==> config.mk <==
export PLATFORM = sky130hd
export DESIGN_NAME = sfr_bank
export DESIGN_NICKNAME = d
export VERILOG_FILES = /design/src/sfr_pkg.sv /design/src/sfr_pin_sync.sv /design/src/sfr_irq_gate.sv /design/src/sfr_bank.sv
export VERILOG_INCLUDE_DIRS = /design/src
export SDC_FILE = /design/constraint.sdc
export NUM_CORES = 1
export LEC_CHECK = 0
export BUFFER_PORTS_ARGS = -buffer_cell sky130_fd_sc_hd__buf_2
export CAP_MARGIN = 20
export CORE_MARGIN = 2
export CORE_UTILIZATION = 43
export CTS_CLUSTER_SIZE = 40
export DETAILED_ROUTE_END_ITERATION = 10
export PLACE_DENSITY = 0.74
export SLEW_MARGIN = 20
export SYNTH_ARGS = -nofsm -noshare
export SYNTH_HDL_FRONTEND = slang
export SYNTH_SLANG_ARGS = --single-unit
export TNS_END_PERCENT = 100
==> constraint.sdc <==
create_clock -name CLK -period 1.19 [get_ports CLK]
set_input_delay 0.0595 -clock CLK [delete_from_list [all_inputs] [get_ports CLK]]
set_output_delay 0.0595 -clock CLK [all_outputs]
set_load 0.01 [all_outputs]
==> src/sfr_defines.svh <==
`ifndef SFR_DEFINES_SVH
`define SFR_DEFINES_SVH

// byte region of the bank
`define SFR_REGION_BASE 16'h0000
`define SFR_REGION_MASK 16'hFFF0

// register offsets within the region
`define SFR_OFS_IE1 4'h0
`define SFR_OFS_IE2 4'h1
`define SFR_OFS_INTERRUPT_FLAGS_ONE 4'h2
`define SFR_OFS_INTERRUPT_FLAGS_TWO 4'h3
`define SFR_OFS_ME1 4'h4
`define SFR_OFS_ME2 4'h5

// bit positions, shared by enable and flag registers; POR and RST are flag-only, ACCV enable-only
`define SFR_BIT_WDT 0
`define SFR_BIT_OSC 1
`define SFR_BIT_POR 2
`define SFR_BIT_RST 3
`define SFR_BIT_NMI 4
`define SFR_BIT_ACCV 5
`define SFR_BIT_RX 6
`define SFR_BIT_TX 7
`define SFR_BIT_UART_RX 6
`define SFR_BIT_UART_TX 7

// implemented bits
`define SFR_IE1_MASK 8'hF3
`define SFR_INTERRUPT_FLAGS_ONE_MASK 8'hDF
`define SFR_ME1_MASK 8'hC0

// initial values
`define SFR_IE1_PUC 8'h00
`define SFR_ME1_PUC 8'h00
`define SFR_INTERRUPT_FLAGS_ONE_PUC_BITS 8'hD2
`define SFR_INTERRUPT_FLAGS_ONE_PUC_VAL 8'h82
`define SFR_INTERRUPT_FLAGS_ONE_POR_BITS 8'h0D
`define SFR_INTERRUPT_FLAGS_ONE_POR_VAL 8'h04

`define SFR_ZERO8 8'h00

`endif

==> src/sfr_pkg.sv <==
package sfr_pkg;

  typedef struct packed {
    logic [7:0] ie1;
    logic [7:0] interrupt_flags_one;
    logic [7:0] me1;
  } sfr_regs_t;

  typedef struct packed {
    logic [15:0] addr;
    logic [7:0] wdata;
    logic we;
    logic re;
  } sfr_bus_req_t;

  typedef struct packed {
    sfr_regs_t regs;
    logic [7:0] rdata;
    logic hit;
  } sfr_state_t;

  typedef struct packed {
    logic wdt;
    logic osc;
    logic nmi;
    logic accv;
    logic rx;
    logic tx;
    logic uart_tx_en;
    logic uart_rx_en;
  } sfr_req_t;

  typedef struct packed {
    logic [1:0] s1;
    logic [1:0] s2;
    logic [1:0] s3;
    logic [1:0] level;
    logic [1:0] rise;
  } sfr_sync_state_t;

endpackage

==> src/sfr_pin_sync.sv <==
`timescale 1ns/100ps
`include "sfr_defines.svh"

module sfr_pin_sync (
  input wire logic clk,
  input wire logic rst,
  input wire logic [1:0] raw,
  output logic [1:0] level,
  output logic [1:0] rise
);

  sfr_pkg::sfr_sync_state_t st;
  sfr_pkg::sfr_sync_state_t next_st;

  always_comb begin
    next_st = st;
    next_st.s1 = raw;
    next_st.s2 = st.s1;
    next_st.s3 = st.s2;
    next_st.rise = 2'b00;
    for (int i = 0; i < 2; i++) begin
      // a change counts once second and third stage agree
      if (st.s2[i] == st.s3[i]) begin
        next_st.level[i] = st.s3[i];
        next_st.rise[i] = st.s3[i] & ~st.level[i];
      end
    end
  end

  always_ff @(posedge clk) begin
    if (rst) begin
      st <= '0;
    end else begin
      st <= next_st;
    end
  end

  assign level = st.level;
  assign rise = st.rise;

endmodule

==> src/sfr_irq_gate.sv <==
`timescale 1ns/100ps
`include "sfr_defines.svh"

module sfr_irq_gate (
  input wire logic clk,
  input wire logic rst,
  input sfr_pkg::sfr_regs_t regs,
  input wire logic wdt_interval_mode,
  input wire logic flash_violation,
  output sfr_pkg::sfr_req_t req
);

  sfr_pkg::sfr_req_t st;
  sfr_pkg::sfr_req_t next_st;

  always_comb begin
    next_st = st;
    next_st.wdt = regs.ie1[`SFR_BIT_WDT] & regs.interrupt_flags_one[`SFR_BIT_WDT] & wdt_interval_mode;
    next_st.osc = regs.ie1[`SFR_BIT_OSC] & regs.interrupt_flags_one[`SFR_BIT_OSC];
    next_st.nmi = regs.ie1[`SFR_BIT_NMI] & regs.interrupt_flags_one[`SFR_BIT_NMI];
    // flash violation flag lives in the flash module
    next_st.accv = regs.ie1[`SFR_BIT_ACCV] & flash_violation;
    next_st.rx = regs.ie1[`SFR_BIT_RX] & regs.interrupt_flags_one[`SFR_BIT_RX];
    next_st.tx = regs.ie1[`SFR_BIT_TX] & regs.interrupt_flags_one[`SFR_BIT_TX];
    next_st.uart_tx_en = regs.me1[`SFR_BIT_UART_TX];
    next_st.uart_rx_en = regs.me1[`SFR_BIT_UART_RX];
  end

  always_ff @(posedge clk) begin
    if (rst) begin
      st <= '0;
    end else begin
      st <= next_st;
    end
  end

  assign req = st;

endmodule

==> src/sfr_bank.sv <==
`timescale 1ns/100ps
`include "sfr_defines.svh"

module sfr_bank (
  input wire logic CLK,
  input wire logic RST,
  input wire logic POR,
  input wire logic [15:0] ADDR,
  input wire logic [7:0] WDATA,
  input wire logic WE,
  input wire logic RE,
  output logic [7:0] RDATA,
  output logic HIT,
  input wire logic WDT_INTERVAL_MODE,
  input wire logic WDT_OVERFLOW,
  input wire logic WDT_KEY_VIOLATION,
  input wire logic PIN_NMI_MODE,
  input wire logic PIN_RESET_EVENT,
  input wire logic NMI_PIN,
  input wire logic OSC_FAULT,
  input wire logic FLASH_VIOLATION,
  input wire logic SERIAL_RX_SET,
  input wire logic SERIAL_TX_SET,
  output logic WDT_IRQ,
  output logic OSC_FAULT_IRQ,
  output logic NMI_IRQ,
  output logic FLASH_VIOLATION_IRQ,
  output logic SERIAL_RX_IRQ,
  output logic SERIAL_TX_IRQ,
  output logic UART_TX_MODULE_EN,
  output logic UART_RX_MODULE_EN,
  output logic SERIAL_RX_FLAG,
  output logic SERIAL_TX_FLAG
);

  sfr_pkg::sfr_state_t st;
  sfr_pkg::sfr_state_t next_st;
  sfr_pkg::sfr_bus_req_t bus;
  sfr_pkg::sfr_req_t req;
  logic [1:0] pin_level;
  logic [1:0] pin_rise;
  logic any_reset;

  ////////////////////////////////////////////////////////////////////////
  // pin-side inputs: bit 0 oscillator fault, bit 1 nmi pin

  assign any_reset = RST | POR;

  sfr_pin_sync u_sync (
    .clk(CLK),
    .rst(any_reset),
    .raw({NMI_PIN, OSC_FAULT}),
    .level(pin_level),
    .rise(pin_rise)
  );

  ////////////////////////////////////////////////////////////////////////
  // register state

  assign bus.addr = ADDR;
  assign bus.wdata = WDATA;
  assign bus.we = WE;
  assign bus.re = RE;

  always_comb begin
    logic in_region;
    logic [3:0] ofs;
    logic [7:0] set_bits;
    in_region = 1'b0;
    ofs = 4'h0;
    set_bits = `SFR_ZERO8;
    next_st = st;
    in_region = (bus.addr & `SFR_REGION_MASK) == `SFR_REGION_BASE;
    ofs = bus.addr[3:0];
    next_st.hit = in_region & (bus.re | bus.we);
    next_st.rdata = `SFR_ZERO8;

    if (bus.re && in_region) begin
      unique case (ofs)
        `SFR_OFS_IE1: next_st.rdata = st.regs.ie1 & `SFR_IE1_MASK;
        `SFR_OFS_INTERRUPT_FLAGS_ONE: next_st.rdata = st.regs.interrupt_flags_one & `SFR_INTERRUPT_FLAGS_ONE_MASK;
        `SFR_OFS_ME1: next_st.rdata = st.regs.me1 & `SFR_ME1_MASK;
        default: next_st.rdata = `SFR_ZERO8;
      endcase
    end

    if (bus.we && in_region) begin
      unique case (ofs)
        `SFR_OFS_IE1: next_st.regs.ie1 = bus.wdata & `SFR_IE1_MASK;
        `SFR_OFS_INTERRUPT_FLAGS_ONE: next_st.regs.interrupt_flags_one = bus.wdata & `SFR_INTERRUPT_FLAGS_ONE_MASK;
        `SFR_OFS_ME1: next_st.regs.me1 = bus.wdata & `SFR_ME1_MASK;
        default: next_st.regs = st.regs;
      endcase
    end

    set_bits[`SFR_BIT_WDT] = WDT_OVERFLOW | WDT_KEY_VIOLATION;
    set_bits[`SFR_BIT_OSC] = pin_level[0];
    set_bits[`SFR_BIT_RST] = PIN_RESET_EVENT;
    set_bits[`SFR_BIT_NMI] = pin_rise[1] & PIN_NMI_MODE;
    set_bits[`SFR_BIT_RX] = SERIAL_RX_SET;
    set_bits[`SFR_BIT_TX] = SERIAL_TX_SET;
    // set wins over a software clear
    next_st.regs.interrupt_flags_one = (next_st.regs.interrupt_flags_one | set_bits) & `SFR_INTERRUPT_FLAGS_ONE_MASK;

    if (PIN_RESET_EVENT) begin
      next_st.regs.interrupt_flags_one[`SFR_BIT_WDT] = 1'b0;
    end

    if (RST) begin
      next_st.regs.ie1 = `SFR_IE1_PUC;
      next_st.regs.me1 = `SFR_ME1_PUC;
      next_st.regs.interrupt_flags_one = (next_st.regs.interrupt_flags_one & `SFR_INTERRUPT_FLAGS_ONE_POR_BITS) | `SFR_INTERRUPT_FLAGS_ONE_PUC_VAL;
      next_st.rdata = `SFR_ZERO8;
      next_st.hit = 1'b0;
    end

    // power-on sets its flag and the osc and tx flags, clears the rest
    if (POR) begin
      next_st.regs.ie1 = `SFR_IE1_PUC;
      next_st.regs.me1 = `SFR_ME1_PUC;
      next_st.regs.interrupt_flags_one = `SFR_INTERRUPT_FLAGS_ONE_PUC_VAL | `SFR_INTERRUPT_FLAGS_ONE_POR_VAL;
      next_st.rdata = `SFR_ZERO8;
      next_st.hit = 1'b0;
    end
  end

  always_ff @(posedge CLK) begin
    st <= next_st;
  end

  ////////////////////////////////////////////////////////////////////////
  // request outputs

  sfr_irq_gate u_gate (
    .clk(CLK),
    .rst(any_reset),
    .regs(st.regs),
    .wdt_interval_mode(WDT_INTERVAL_MODE),
    .flash_violation(FLASH_VIOLATION),
    .req(req)
  );

  assign RDATA = st.rdata;
  assign HIT = st.hit;
  assign WDT_IRQ = req.wdt;
  assign OSC_FAULT_IRQ = req.osc;
  assign NMI_IRQ = req.nmi;
  assign FLASH_VIOLATION_IRQ = req.accv;
  assign SERIAL_RX_IRQ = req.rx;
  assign SERIAL_TX_IRQ = req.tx;
  assign UART_TX_MODULE_EN = req.uart_tx_en;
  assign UART_RX_MODULE_EN = req.uart_rx_en;
  assign SERIAL_RX_FLAG = st.regs.interrupt_flags_one[`SFR_BIT_RX];
  assign SERIAL_TX_FLAG = st.regs.interrupt_flags_one[`SFR_BIT_TX];

endmodule

==> results.sh <==
export IMPL_finalWorstSetupSlack_ns=0.09545
export IMPL_slew_violations=0
export IMPL_rsz0062_at_grt="false"
export IMPL_die_h_um=63.90
export IMPL_min_period_over_period=0.9198
export IMPL_avgViaCountPerCell=4.794
export IMPL_final_net_count=279
export IMPL_grt_start_max_net_pins=15
export IMPL_route_antenna_remaining_nets=0
export IMPL_maximum_frequency_from_static_timing_analysis_ghz=0.9136
export IMPL_cts_inserted_buffers=5
export IMPL_synth_warning_count=0
export IMPL_cts_path_max_buffers=2
export IMPL_clkLatencyLatePin_ns=0.36
export IMPL_yosys_cell_types_count=32
export IMPL_dp_hpwl_um=2541
export IMPL_worst_setup_path_end_kind="flop"
export IMPL_average_instance_area_after_synthesis_um2=9.889
export IMPL_synthesis_nets=195
export IMPL_initial_standard_cell_utilization_of_the_core=0.4551
export IMPL_power_density_nw_per_um2=1145
export IMPL_synth_enable_flop_cells=0
export IMPL_overflow=0
export IMPL_worstPathMaxFanout=7
export IMPL_synth_main_ff_cell="sky130_fd_sc_hd__dfxtp_1"
export IMPL_crit_path_kind="primary input to flop"
export IMPL_antenna_cell_count=0
export IMPL_via_count=1376
export IMPL_cp_cell_sequence="dlygate4sd3_1, buf_2, or2_2, nor2_1, o21ai_1"
export IMPL_core_box_area_um2=3390
export IMPL_ys_seq_area_frac=0.5320
export IMPL_max_slew_worst_pin_slew_ns=0.3213
export IMPL_cts_sinks=41
export IMPL_final_setup_tns_ns=0
export IMPL_dieWidth_um=63.90
export IMPL_grt_util_all_layers=0.1939
export IMPL_most_frequently_used_cell_type_in_the_post_synthesis_netlist="sky130_fd_sc_hd__dfxtp_1"
export IMPL_vdd_drop_max_uv=815.7
export IMPL_synthesis_instances=156
export IMPL_synth_cell_area_um2=1543
export IMPL_grt_pass1_vias=1363
export IMPL_crit_path_top_delay_cell="sky130_fd_sc_hd__dlygate4sd3_1"
export IMPL_drt_wl_total_um=3595
export IMPL_dr_pass1_iters=5
export IMPL_outcome="completed"
export IMPL_path_clk_slew_ns=0.13
export IMPL_setup_viol=0
export IMPL_tritoncts_clock_tree="built"
export IMPL_fillers=276
export IMPL_drcViolationCount=0
export IMPL_post_synth_main_area_contributors="sky130_fd_sc_hd__dfxtp_1 53%, sky130_fd_sc_hd__mux2i_1 5.2%, sky130_fd_sc_hd__buf_4 4.4%, sky130_fd_sc_hd__nand2_1 4.1%, sky130_fd_sc_hd__and2_1 2.8%"
export IMPL_type_of_origin_of_the_critical_path="primary input"
export IMPL_globalplace_congestion=0.8504
export IMPL_drtIter0Drc=63
export IMPL_timing_final_crit_period_ns=1.095
export IMPL_asyncSetResetFlopFracSynth=0
export IMPL_post_route_cells_drive_above_1_share=0.3900
export IMPL_rows=21
export IMPL_p_leak_nw=1.028
export IMPL_io_buffers=57
export IMPL_final_hold_violation_count=0
export IMPL_yosysTopAreaCell="sky130_fd_sc_hd__dfxtp_1"
export IMPL_post_synth_top_area_share=0.5320
export IMPL_syn2layout_area_growth_pct=42.90
export IMPL_wire_length_of_the_first_global_routing_pass_um=6147
export IMPL_cp_data_required_time_ns=1.46
export IMPL_cap_violations=0
export IMPL_number_of_placed_i_o_pins=58
export IMPL_worst_clock_skew_ns=0.01281
export IMPL_fp_dieArea_um2=4083
export IMPL_holdCritPathClass="primary input to flop"
export IMPL_crit_path_max_incr_delay_ns=0.53
export IMPL_synth_top_cells_by_count="41 x sky130_fd_sc_hd__dfxtp_1, 17 x sky130_fd_sc_hd__nand2_1, 10 x sky130_fd_sc_hd__nor2_1"
export IMPL_route_detailed_wl_per_inst_um=12.53
export IMPL_h_tree_levels=2
export IMPL_worst_slew_margin_rel=0.7840
export IMPL_pre_cts_slack_ns=-0.2131
export IMPL_total_power_mw=2.523
export IMPL_synth_seq_cells=41
export IMPL_cts_root_buf="sky130_fd_sc_hd__clkbuf_4"
export IMPL_cp_data_arrival_time_ns=1.36
export IMPL_grt_antenna_before_repair=0
## state kept, by name, summed over array words and instances (netlist names)
name / cells
u_sync.rise: 1
u_sync.next_st: 4
HIT: 1
RDATA: 8
u_sync.level: 2
u_gate.req: 8
u_sync.st: 2
SERIAL_RX_FLAG: 1
st: 13
SERIAL_TX_FLAG: 1
## critical path, delay by kind of cell
family | cells | cell delay [ns]
buffers and inverters | 2 | 0.69
AND/OR/NAND/NOR | 2 | 0.53
AO/OA/AOI/OAI | 1 | 0.08
## stage by stage
stage / hold WS, ns / instance area [um2] / std cells / util
detailed placement: 0.2534 / 1909 / 259 / 0.5633
finish: 0.02906 / 2205 / 287 / 0.6504
global placement: 0.2536 / 1909 / 259 / 0.5633
CTS: 0.01914 / 2173 / 285 / 0.6412
floorplan: 0.1241 / 1543 / 156 / -
global route: 0.03499 / 2205 / 287 / 0.6504
## layer usage
metal | GRT usage | wire, um
met1 | 0.2386 | 1613
met3 | 0.05458 | 187
met5 | 0 | 0
met4 | 0.07609 | 70
met2 | 0.3190 | 1723
## cells in the final DEF (no fill, tap or decap), types with 2 or more instances in the layout
cell	Yosys	layout
sky130_fd_sc_hd__dlygate4sd3_1	0	18
sky130_fd_sc_hd__nor2_1	10	9
sky130_fd_sc_hd__nor3_1	6	4
sky130_fd_sc_hd__and2_1	7	7
sky130_fd_sc_hd__nor3_2	0	2
sky130_fd_sc_hd__nand2_1	17	17
sky130_fd_sc_hd__o21ai_1	6	6
sky130_fd_sc_hd__a31oi_1	2	2
sky130_fd_sc_hd__mux2_2	2	2
sky130_fd_sc_hd__mux2i_1	8	8
sky130_fd_sc_hd__nand4_1	2	2
sky130_fd_sc_hd__inv_1	4	4
sky130_fd_sc_hd__and3_1	6	6
sky130_fd_sc_hd__o21ai_0	2	2
sky130_fd_sc_hd__clkbuf_4	0	5
sky130_fd_sc_hd__dfxtp_1	41	41
sky130_fd_sc_hd__buf_2	1	57
sky130_fd_sc_hd__a22oi_1	5	5
sky130_fd_sc_hd__buf_4	9	15
sky130_fd_sc_hd__nor4_2	3	3
sky130_fd_sc_hd__a21oi_1	8	8
## kinds of logic (layout without fill, tap and decap cells)
kind of cell	Yosys count	count (layout)	share of synthesized area
flops	41	41	0.5320
buf+inv	18	103	0.06649
mux	10	10	0.06651
simple gates	59	59	0.2190
compound gates	28	28	0.1160
## layout make-up
class / instances / area, um2 / area share
timing repair buffer: 91 / 589.3 / 0.2673
sequential: 41 / 820.8 / 0.3723
clock inverter: 3 / 46.29 / 0.02100
inverter: 4 / 15.01 / 0.006810
tap: 46 / 57.56 / 0.02611
multi-input combinational: 97 / 638.1 / 0.2894
clock buffer: 5 / 37.54 / 0.01703
## where the power goes
part	switching, mW	internal [mW]	total [mW]
clock	0.467	0.445	0.911
sequential	0.00605	1.38	1.39
combinational	0.0937	0.130	0.224
total	0.566	1.96	2.52
## what timing repair did
action / in CTS / in global routing
buffers inserted: 0 / 2
hold buffers: 18 / 0
gates resized for setup: 0 / 4
setup endpoints to repair: 0 / 12
endpoints found under the hold margin: 20 / 0
## final timing paths
kind / from / to / slack, ns / cells past startpoint
max reg2reg: st[31] / RDATA[6] / 0.30 / 3
min reg2reg: u_sync.next_st[6] / u_sync.next_st[4] / 0.44 / 1
min: WE / HIT / 0.03 / 2
max: POR / st[18] / 0.1 / 5
Power figures use the tool's default switching activity.
